## src/keypad_wakeup_pkg.sv

```systemverilog
// Constants, field positions and the state carrier of the keypad wakeup unit.
// Assumes an APB master with 32-bit data and a single 100 MHz clock domain.
// How it works
// (RULE1) Eight pin enable bits; a disabled input never sets the flag.
// (RULE2) Per-pin polarity: 0 means falling edge or low level, 1 rising or high.
// (RULE3) Mode bit 0 of status/control: 0 edges only, 1 edges and levels.
// (RULE4) Falling edge: enabled input sampled 1 then 0 on successive clocks.
// (RULE5) Rising edge: enabled input sampled 0 then 1 on successive clocks.
// (RULE6) An edge counts only after the input was at its deasserted level.
// (RULE7) Any valid edge, or asserted level in level mode, sets flag bit 3.
// (RULE8) Request output is flag AND request enable bit 1.
// (RULE9) Writing 1 to acknowledge bit 2 clears the flag; bit reads 0.
// (RULE10) Writes to the flag position never change the flag.
// (RULE11) In level mode acknowledge clears only if no enabled input asserted.
// (RULE12) Edge mode: no latch while another enabled input is already asserted.
// (RULE13) Status/control bits 7 to 4 always read 0.
// (RULE14) Pull select exported per pin: pullup for polarity 0, pulldown for 1.
// (RULE15) In wait mode an enabled input with request enable wakes the CPU.
// (RULE16) In shallow stop an enabled input with request enable wakes the CPU.
// (RULE17) Deep stop disables the unit and returns it to the reset state.
// (RULE18) Debug halt does not stop detection, flagging or requests.
// (RULE19) Software initialises: mask, polarity, pulls, enables, acknowledge, unmask.
// (RULE20) Software keeps keypad function off on pins used for display duty.
// (RULE21) Reset clears all control bits and the flag.

package keypad_wakeup_pkg;

  localparam int          NUM_PINS     = 8;
  localparam int          ADDR_W       = 12;

  // Register byte offsets on the APB.
  localparam logic [11:0] OFF_STATUS   = 12'h000;
  localparam logic [11:0] OFF_PIN_EN   = 12'h004;
  localparam logic [11:0] OFF_POLARITY = 12'h008;

  // Field positions inside the status/control register.
  localparam int          BIT_MODE     = 0;
  localparam int          BIT_REQ_EN   = 1;
  localparam int          BIT_ACK      = 2;
  localparam int          BIT_FLAG     = 3;

  localparam logic [7:0]  RST_BYTE     = 8'h00;
  localparam logic [31:0] RST_WORD     = 32'h0000_0000;

  // Whole state of the unit, registered in one place.
  typedef struct packed {
    logic [7:0]  pin_en;
    logic [7:0]  polarity;
    logic        mode;
    logic        req_en;
    logic        flag;
    logic [7:0]  prev;
    logic        pready;
    logic [31:0] prdata;
    logic        pslverr;
    logic        irq;
    logic        wake;
  } state_s;

endpackage : keypad_wakeup_pkg

```

## src/keypad_wakeup_unit.sv

```systemverilog
// Keypad wakeup unit: eight key inputs, one shared flag, one maskable request.
// Assumes key inputs already synchronous to i_clk and an APB master on the bus.
`timescale 1ns/1ps

module keypad_wakeup_unit
  import keypad_wakeup_pkg::*;
(
  input  wire logic              i_clk,
  input  wire logic              i_resetn,
  input  wire logic              i_psel,
  input  wire logic              i_penable,
  input  wire logic              i_pwrite,
  input  wire logic [ADDR_W-1:0] i_paddr,
  input  wire logic [31:0]       i_pwdata,
  input  wire logic [7:0]        i_key_input_pins,
  input  wire logic              i_low_power,
  input  wire logic              i_deep_stop,
  output logic                   o_pready,
  output logic [31:0]            o_prdata,
  output logic                   o_pslverr,
  output logic                   o_irq,
  output logic                   o_wakeup,
  output logic [7:0]             o_pull_select
);

  // Every register of the unit lives in state_r, including the APB answer and
  // the two request outputs, so each output is a flip-flop by construction.
  // The cost is a wide struct that is copied whole each cycle.
  state_s state_r;
  state_s state_nxt;

  // Limitations a user must know.
  // Shallow stop detection is clocked here; the unit needs i_clk running while
  // i_low_power is high, or no wakeup can be seen.
  // Deep stop is taken as a synchronous clear, so i_deep_stop must be held high
  // for at least one clock edge before the clock is stopped.
  // A key that bounces is not filtered; every clean edge can set the flag again.

  logic [7:0] cur_asserted;
  logic [7:0] prev_asserted;
  logic [7:0] edge_hit;
  logic       setup_phase;
  logic       write_access;
  logic       ack_write;
  logic       set_cond;
  logic       clear_ok;

  // Per-pin asserted decode; the same decode serves the current and previous sample.
  function automatic logic [7:0] asserted_of(input logic [7:0] pins,
                                             input logic [7:0] pol,
                                             input logic [7:0] en);
    asserted_of = en & ~(pins ^ pol);
  endfunction : asserted_of

  // Address decode for the error answer; the read mux decodes the address itself.
  function automatic logic mapped(input logic [ADDR_W-1:0] addr);
    mapped = (addr == OFF_STATUS) || (addr == OFF_PIN_EN) || (addr == OFF_POLARITY);
  endfunction : mapped

  // Read image of a register; unused and acknowledge bits read as zero.
  function automatic logic [31:0] read_of(input logic [ADDR_W-1:0] addr, input state_s s);
    logic [31:0] v;
    v = RST_WORD;
    unique case (addr)
      OFF_STATUS:
      begin
        v[BIT_MODE]   = s.mode;
        v[BIT_REQ_EN] = s.req_en;
        v[BIT_FLAG]   = s.flag; // RULE13
      end
      OFF_PIN_EN:   v[7:0] = s.pin_en;
      OFF_POLARITY: v[7:0] = s.polarity;
      default:      v = RST_WORD;
    endcase
    read_of = v;
  endfunction : read_of

  // Edge detection per pin: previous sample deasserted, present sample asserted.
  // The polarity in force now is applied to both samples, so a polarity change
  // while a pin sits at its new asserted level yields no edge.
  // Only a deasserted-to-asserted step counts, which keeps a held key from
  // producing a fresh event on every clock.
  genvar g;
  generate
    for (g = 0; g < NUM_PINS; g++)
    begin : g_edge
      assign edge_hit[g] = cur_asserted[g] & ~prev_asserted[g]; // RULE4 RULE5 RULE6
    end
  endgenerate

  // Detection and bus decode terms.
  assign cur_asserted  = asserted_of(i_key_input_pins, state_r.polarity, state_r.pin_en); // RULE1 RULE2
  assign prev_asserted = asserted_of(state_r.prev, state_r.polarity, state_r.pin_en);
  assign setup_phase   = i_psel & ~i_penable;
  assign write_access  = i_psel & i_penable & state_r.pready & i_pwrite;
  assign ack_write     = write_access && (i_paddr == OFF_STATUS) && i_pwdata[BIT_ACK]; // RULE9
  // Edge mode latches an edge only if no enabled pin was already asserted.
  // Level mode also sets on any asserted level.
  assign set_cond      = state_r.mode ? ((|edge_hit) || (|cur_asserted))     // RULE3 RULE7
                                      : ((|edge_hit) && !(|prev_asserted)); // RULE12
  assign clear_ok      = !state_r.mode || !(|cur_asserted);                 // RULE11

  // Next-state logic: registers, flag, request, wakeup and APB answer.
  always_comb
  begin
    state_nxt = state_r;
    state_nxt.prev = i_key_input_pins;

    // Register writes take effect on the access edge only.
    if (write_access)
    begin
      unique case (i_paddr)
        OFF_STATUS:
        begin
          state_nxt.mode   = i_pwdata[BIT_MODE];
          state_nxt.req_en = i_pwdata[BIT_REQ_EN]; // RULE10
        end
        OFF_PIN_EN:   state_nxt.pin_en   = i_pwdata[7:0];
        OFF_POLARITY: state_nxt.polarity = i_pwdata[7:0];
        default:      state_nxt.pin_en   = state_r.pin_en;
      endcase
    end

    // A set arriving with an acknowledge wins; a blocked acknowledge leaves it set.
    if (set_cond)
    begin
      state_nxt.flag = 1'b1; // RULE7
    end
    else if (ack_write && clear_ok)
    begin
      state_nxt.flag = 1'b0; // RULE9 RULE11
    end

    // Zero-wait APB: read data and error are prepared during setup.
    // Read data is thus one cycle old; a flag set during the access cycle
    // shows on the next read, which software polling tolerates.
    state_nxt.pready  = setup_phase;
    state_nxt.prdata  = setup_phase ? read_of(i_paddr, state_r) : RST_WORD;
    state_nxt.pslverr = setup_phase && !mapped(i_paddr);

    // Debug halt is not an input here, so detection keeps running through it.
    state_nxt.irq  = state_nxt.flag & state_nxt.req_en; // RULE8 RULE18
    state_nxt.wake = i_low_power & state_nxt.req_en
                     & (state_nxt.flag | (|cur_asserted)); // RULE15 RULE16

    // Deep stop holds every bit but the pin sample at its reset value, so wakeup finds it reset.
    if (i_deep_stop)
    begin
      state_nxt          = '0; // RULE17
      state_nxt.prev     = i_key_input_pins;
      state_nxt.pin_en   = RST_BYTE;
      state_nxt.polarity = RST_BYTE;
      state_nxt.prdata   = RST_WORD;
    end
  end

  // Single state register with asynchronous reset to constants.
  always_ff @(posedge i_clk or negedge i_resetn)
  begin
    if (!i_resetn)
    begin
      state_r <= '0; // RULE21
    end
    else
    begin
      state_r <= state_nxt;
    end
  end

  // All outputs come straight from the state register.
  assign o_pready      = state_r.pready;
  assign o_prdata      = state_r.prdata;
  assign o_pslverr     = state_r.pslverr;
  assign o_irq         = state_r.irq;
  assign o_wakeup      = state_r.wake;
  assign o_pull_select = state_r.polarity; // RULE14
endmodule : keypad_wakeup_unit

```

## config.mk

```make
export PLATFORM = sky130hd
export DESIGN_NAME = keypad_wakeup_unit
export DESIGN_NICKNAME = d
export VERILOG_FILES = /design/src/keypad_wakeup_pkg.sv /design/src/keypad_wakeup_unit.sv
export SDC_FILE = /design/constraint.sdc
export NUM_CORES = 1
export LEC_CHECK = 0
export BUFFER_PORTS_ARGS = -buffer_cell sky130_fd_sc_hd__buf_2
export CELL_PAD_IN_SITES_DETAIL_PLACEMENT = 1
export CELL_PAD_IN_SITES_GLOBAL_PLACEMENT = 2
export CORE_MARGIN = 4
export CORE_UTILIZATION = 29
export CTS_CLUSTER_SIZE = 40
export DETAILED_ROUTE_END_ITERATION = 8
export PLACE_DENSITY_LB_ADDON = 0.1
export SLEW_MARGIN = 20
export SYNTH_ARGS = -nofsm -noshare
export SYNTH_HDL_FRONTEND = slang
export SYNTH_SLANG_ARGS = --single-unit
```

## constraint.sdc

```tcl
create_clock -name i_clk -period 3.1 [get_ports i_clk]
set_input_delay 0.31 -clock i_clk [delete_from_list [all_inputs] [get_ports i_clk]]
set_output_delay 0.31 -clock i_clk [all_outputs]
set_load 0.05 [all_outputs]
```

## After elaboration in Yosys (flattened, before gate mapping)

Cells that the tools add are included.

| storage, ports and cells | value |
|---|---|
| flip-flop bits (word level) | 63 |
| bits of input ports | 59 |
| logic and storage cells | 81 |
| output and inout bits | 44 |

| cells by class | value |
|---|---|
| reductions and logical operators | 24 |
| eq/ne operators | 2 |
| bitwise logic cells | 31 |
| mux-type cells | 13 |

Operator list:

| cell | count |
|---|---|
| $mux 63 | 1 |
| $mux 8 | 3 |
| $reduce_or 8->1 | 3 |
| $mux 18 | 1 |
| $and 8x8->8 | 2 |
| $not 8->8 | 2 |
| $xor 8x8->8 | 2 |
| $and 1x1->1 | 15 |
| $eq 12x3->1 const B | 1 |
| $eq 12x4->1 const B | 1 |
| $logic_not 12->1 | 1 |
| $not 1->1 | 9 |
| $pmux 4 s2 | 1 |
| $reduce_bool 2->1 | 4 |
| $pmux 2 s3 | 1 |
| $reduce_and 2->1 | 3 |
| $logic_and 1x1->1 | 5 |
| $logic_not 1->1 | 4 |
| $logic_or 1x1->1 | 4 |
| $mux 1 | 3 |
| $pmux 1 s3 | 1 |
| $mux 2 | 1 |
| $pmux 1 s2 | 1 |
| $or 1x1->1 | 1 |

## Longest topological paths before layout

| depth | value |
|---|---|
| depth after elaboration | 12 |
| gate-level depth with buffers | 7 |
| mapped depth without buffers | 5 |

## Least setup slack after synthesis

No wires, ideal clock.

| timing path | value |
|---|---|
| path type | input -> register |
| from | in i_paddr[9] |
| to | reg state_r[55] (netlist bit) |
| stages on the path | 6 |
| required time | 2.968 ns |
| arrival | 1.867 ns |
| setup time | 0.132 ns |
| buffers on the path | 1 |
| path slack | 1.102 ns |
| path through | or4_4 > nor4_4 > and2_1 > buf_6 > mux2i_1 > nor2_1 |

| between the ends | value |
|---|---|
| longest elaborated chain between the ends | 3 |

RTL lines:

| element | line | source |
|---|---|---|
| from (decl) | keypad_wakeup_unit.sv:13 | `input wire logic [ADDR_W-1:0] i_paddr,` |
| $eq 12x3->1 | keypad_wakeup_unit.sv:112 | `unique case (i_paddr)` |
| $reduce_bool 2->1 (no line) | - |  |
| $reduce_and 2->1 (no line) | - |  |
| to (signal assigned) | keypad_wakeup_unit.sv:166 | `state_r <= state_nxt;` |
| to (decl) | keypad_wakeup_unit.sv:29 | `state_s state_r;` |

Every way passes these cells.
A chain may end at the register's enable or synchronous reset.

## Worst setup path after layout

| timing path | value |
|---|---|
| from | in i_paddr[9] |
| to | reg state_r, in the netlist o_pull_select[7] |

| between the ends | value |
|---|---|
| longest elaborated chain between the ends | 3 |

RTL lines:

| element | line |
|---|---|
| $eq 12x4->1 | keypad_wakeup_unit.sv:112 |
| $reduce_bool 2->1 (no line) | - |
| $reduce_and 2->1 (no line) | - |

Every way passes these cells.

==> run summary <==
The arrival time at the worst endpoint came out at 2.15 ns. The count of endpoints failing hold in the final timing report came out at 0. The worst setup path is launched from a primary input.

The count of nets left with antenna violations after detail routing came out at 0. After detailed routing, the average wire length per cell comes to 16.06 um. The count of nets after finishing is 319. Yosys printed 0 warnings.

Entering global routing, the biggest net connects 40 pins. Adding up every negative setup slack in the final design gives 0 ns. The area share of the largest cell type after synthesis came out at 43.02%.

The core region is 7408 um^2. The number of different library cells in the post-synthesis netlist came out at 33. Walking the worst path, the cells encountered are buf_2 > or4_4 > nor4_4 > nand3_4 > mux2i_1 > nor2_1.

The global-route met3 utilization came out at 2.789%. During I/O placement, the number of pins put on the boundary was 103. In this run the core area contains 31 standard-cell rows. The clock transition at the register clock pins on the worst setup and hold paths after CTS is 0.07 ns.

The hold-fix buffer count after cts came out at 0. The path class of the tightest hold or removal check is primary input to asynchronous set/reset pin. For flop-to-flop paths, the worst setup slack is 1.51 ns. The signed area change from the synthesized netlist to the final layout came out at 10.48%. The peak per-stage delay on the critical path is 0.57 ns.

The worst register-to-register path ends at state_r[62]. The detailed-router iteration count before antenna repair is 4. The quantity of I/O buffers inserted on ports is 54. Power spread over the standard cell area amounts to 404.3 nW/um^2. The worst register-to-register path has a depth of 5.

The number of antenna violations at the first check in global routing came out at 0. The worst setup path is captured at a flip-flop. The antenna diode instance count came out at 0.

The final max-slew violation count was 0. The horizontal extent of the die is 96.44 um. The period utilization is 64.17%.

After global routing, the most crowded layer is met2. The number of setup violations in the final report came out at 0. The parity-gate share of the synthesized area counting xor and xnor cells came out at 5.405%.

By area, the combinational part of the netlist is dominated by simple AND/OR/NAND/NOR gates. On the final layout, the worst clock skew is 0.005292 ns. The area enclosed by the die boundary is 9301 um^2.

The setup fix buffers added after clock tree synthesis came out at 0. The initial DRC count came out at 38. The worst relative slew slack came out at 40.15%. The gate count of the mapped netlist came out at 223. The adder-cell share of the synthesized area is 0%. After legalization and detailed placement, the total HPWL measured 4259 um. The peak supply drop is 130.3 uV. The worst setup slack before clock tree synthesis came out at 0.7843 ns. The startpoint identified for the worst register-to-register timing path is o_pready. The TritonCTS buffer count came out at 5. The height of the die came out at 96.44 um. The initial cell density of the core came out at 30.62%. Setup slack on the critical path of the routed design comes to 1.111 ns. For the pin with the worst max-slew slack, the measured transition is 0.8977 ns. By area the synthesized netlist is led by sky130_fd_sc_hd__dfrtp_1 (43%), sky130_fd_sc_hd__buf_4 (13%), sky130_fd_sc_hd__mux2i_1 (8.4%). The synthesized design spends more area on one cell type than any other, namely sky130_fd_sc_hd__dfrtp_1. The proportion of synthesized chip area in sequential cells came out at 43.02%. At the end of routability-driven placement, the weighted congestion stood at 0.7392. The critical path class is primary input to flip-flop.

The global-route wire length before repair came out at 8970 um. In this run the worst path has a maximum fanout of 9. The flow ran to the end, and the final reports show no timing, DRC or antenna violations.

The overflow left after global routing is 0. The number of global-route vias before repair is 1640. The static leakage power is 1.209 nW. The clock tree synthesis step divided the H-tree into 2 levels. The simple-gate share of the synthesized area came out at 16.77%. Setup repair after global routing left no endpoint under its margin. Wires add up to 5765 um. The buffer depth of the longest clock path is 2.

The average size of a mapped cell is 10.17 um^2. After clock tree synthesis, the repair step resized 0 gates. For this design, the slowest cell found on the critical path is sky130_fd_sc_hd__nor4_4. The total track usage came out at 13.01%. The DRC violation count after routing came out at 0. Of the post-synthesis cell area, the part taken by muxes is 9.377%. The minimum period implied by the final worst setup slack is 1.989 ns. For this block, the via count after detailed routing is 1638. For this run, the share of the core covered by cells in the final layout is 33.83%. The met1 global-route usage is 18.71%.

For the worst setup path, the data required time is 3.26 ns. Derived from the worst setup path, the maximum achievable clock frequency is 0.5027 GHz. TritonCTS built the clock tree. Fill cells in the final layout number 884.

In the global route stage, met2 resource usage came out at 19.71%. In the routed layout, each cell is associated on average with a via count of 4.563. Clock tree synthesis found a total of 39 sinks. The layout cell share with drive strength beyond 1 is 26.92%. Counting flops and latches in the post-synthesis netlist gives 39. Clock tree synthesis selected as its root buffer the cell sky130_fd_sc_hd__clkbuf_8.

The clock latency reported for the late side of the worst-skew pair is 0.29 ns. The overall power after layout came out at 0.001013 W. Max-cap violations in this run came to 0. The area of the mapped netlist came out at 2268 um^2. The fraction of the mapped netlist area in compound gates came out at 9.708%.
[placed cells by master, fill, tap and decap left out, types with 3 or more instances in the layout]
cell and count:
sky130_fd_sc_hd__buf_2 54, sky130_fd_sc_hd__o31ai_1 4, sky130_fd_sc_hd__clkbuf_8 6, sky130_fd_sc_hd__nand2_1 10, sky130_fd_sc_hd__nand4_1 3, sky130_fd_sc_hd__conb_1 24, sky130_fd_sc_hd__dfrtp_1 39, sky130_fd_sc_hd__inv_1 4
sky130_fd_sc_hd__mux2i_1 19, sky130_fd_sc_hd__nor2_1 28, sky130_fd_sc_hd__nand4b_1 4, sky130_fd_sc_hd__xnor2_1 14, sky130_fd_sc_hd__nand2b_1 7, sky130_fd_sc_hd__a22oi_1 16
[worst max-delay path by stage]
stage	slack [ns]	startpoint	endpoint
finish	1.11	i_paddr[9]	o_pull_select[7]
global route	0.98	i_paddr[9]	o_pull_select[6]
CTS	1.10	i_paddr[9]	o_pull_select[7]
detailed placement	0.78	i_paddr[9]	o_pull_select[7]
global placement	0.81	i_paddr[9]	o_pull_select[1]
floorplan	1.10	i_paddr[9]	state_r[55]
[final cells by class]
cell class	instances	area [um^2]	area share, %
clock buffer	6	82.58	3.295
clock inverter	1	5.005	0.1997
inverter	4	15.01	0.5991
multi-input combinational	155	1026	40.94
sequential	39	975.9	38.94
tap	99	123.9	4.943
timing repair buffer	55	277.8	11.08
[critical path: cells and delay by family]
family / cells / cell delay (ns)
buffers and inverters: 1 / 0.09
muxes: 1 / 0.24
and+or+nand+nor: 4 / 1.50
[per-layer routing]
| metal | up-vias | share of wire, % |
|---|---|---|
| met5 | - | 0 |
| met3 | 4 | 5.6 |
| met4 | 0 | 1.0 |
| li1 | 780 | - |
| met2 | 51 | 46 |
| met1 | 803 | 48 |
[synthesized netlist by cell type]
library cell               count
sky130_fd_sc_hd__nor4_1        1
sky130_fd_sc_hd__buf_4        40
sky130_fd_sc_hd__nor3_1        1
sky130_fd_sc_hd__nand3_4       1
sky130_fd_sc_hd__a211oi_1      2
sky130_fd_sc_hd__nand3_1       1
sky130_fd_sc_hd__a32oi_1       2
sky130_fd_sc_hd__o21ai_0       1
sky130_fd_sc_hd__or4_4         2
sky130_fd_sc_hd__inv_1         4
sky130_fd_sc_hd__nand2b_1      7
sky130_fd_sc_hd__nand4b_1      4
sky130_fd_sc_hd__a21oi_1       1
sky130_fd_sc_hd__nand2_1      10
sky130_fd_sc_hd__nor2b_1       2
sky130_fd_sc_hd__nor3b_1       1
sky130_fd_sc_hd__a31o_1        1
sky130_fd_sc_hd__o31ai_1       4
sky130_fd_sc_hd__mux2_2        2
sky130_fd_sc_hd__nand4_1       3
sky130_fd_sc_hd__dfrtp_1      39
sky130_fd_sc_hd__clkbuf_1      7
sky130_fd_sc_hd__xnor2_1      14
sky130_fd_sc_hd__buf_6         1
sky130_fd_sc_hd__a22oi_1      16
sky130_fd_sc_hd__mux2i_1      19
sky130_fd_sc_hd__or2_4         1
sky130_fd_sc_hd__o22ai_1       2
sky130_fd_sc_hd__nor4_4        2
sky130_fd_sc_hd__and2_1        2
sky130_fd_sc_hd__nor2_1       28
sky130_fd_sc_hd__a31oi_1       1
sky130_fd_sc_hd__conb_1        1
[report_power, final]
part / switching, W / internal, W
logic: 0.000108 / 0.0000297
clock network: 0.000182 / 0.000175
registers: 0.00000465 / 0.000515
total: 0.000294 / 0.000719
[kinds of logic (layout without fill, tap and decap cells)]
kind of cell / after synthesis / after routing
multiplexers: 21 / 21
other: 1 / 24
XOR/XNOR: 14 / 14
AND/OR/NAND/NOR: 66 / 66
flip-flops: 39 / 39
buffers and inverters: 52 / 66
AO/OA/AOI/OAI: 30 / 30
[flip-flops by register name, indices dropped and copies added (netlist names)]
signal and count:
o_prdata 8, o_pull_select 8, o_wakeup 1, o_pslverr 1, o_irq 1, state_r 19
o_pready 1
[through the flow]
stage	hold slack, ns	instances	area, um^2
after floorplan	0.01441	246	2355
after global placement	0.4758	352	2419
after detailed placement	0.4796	352	2419
after CTS	0.1738	359	2506
after global routing	0.1694	359	2506
final	0.1413	359	2506
Note: power is estimated with default switching activity, not from simulation.
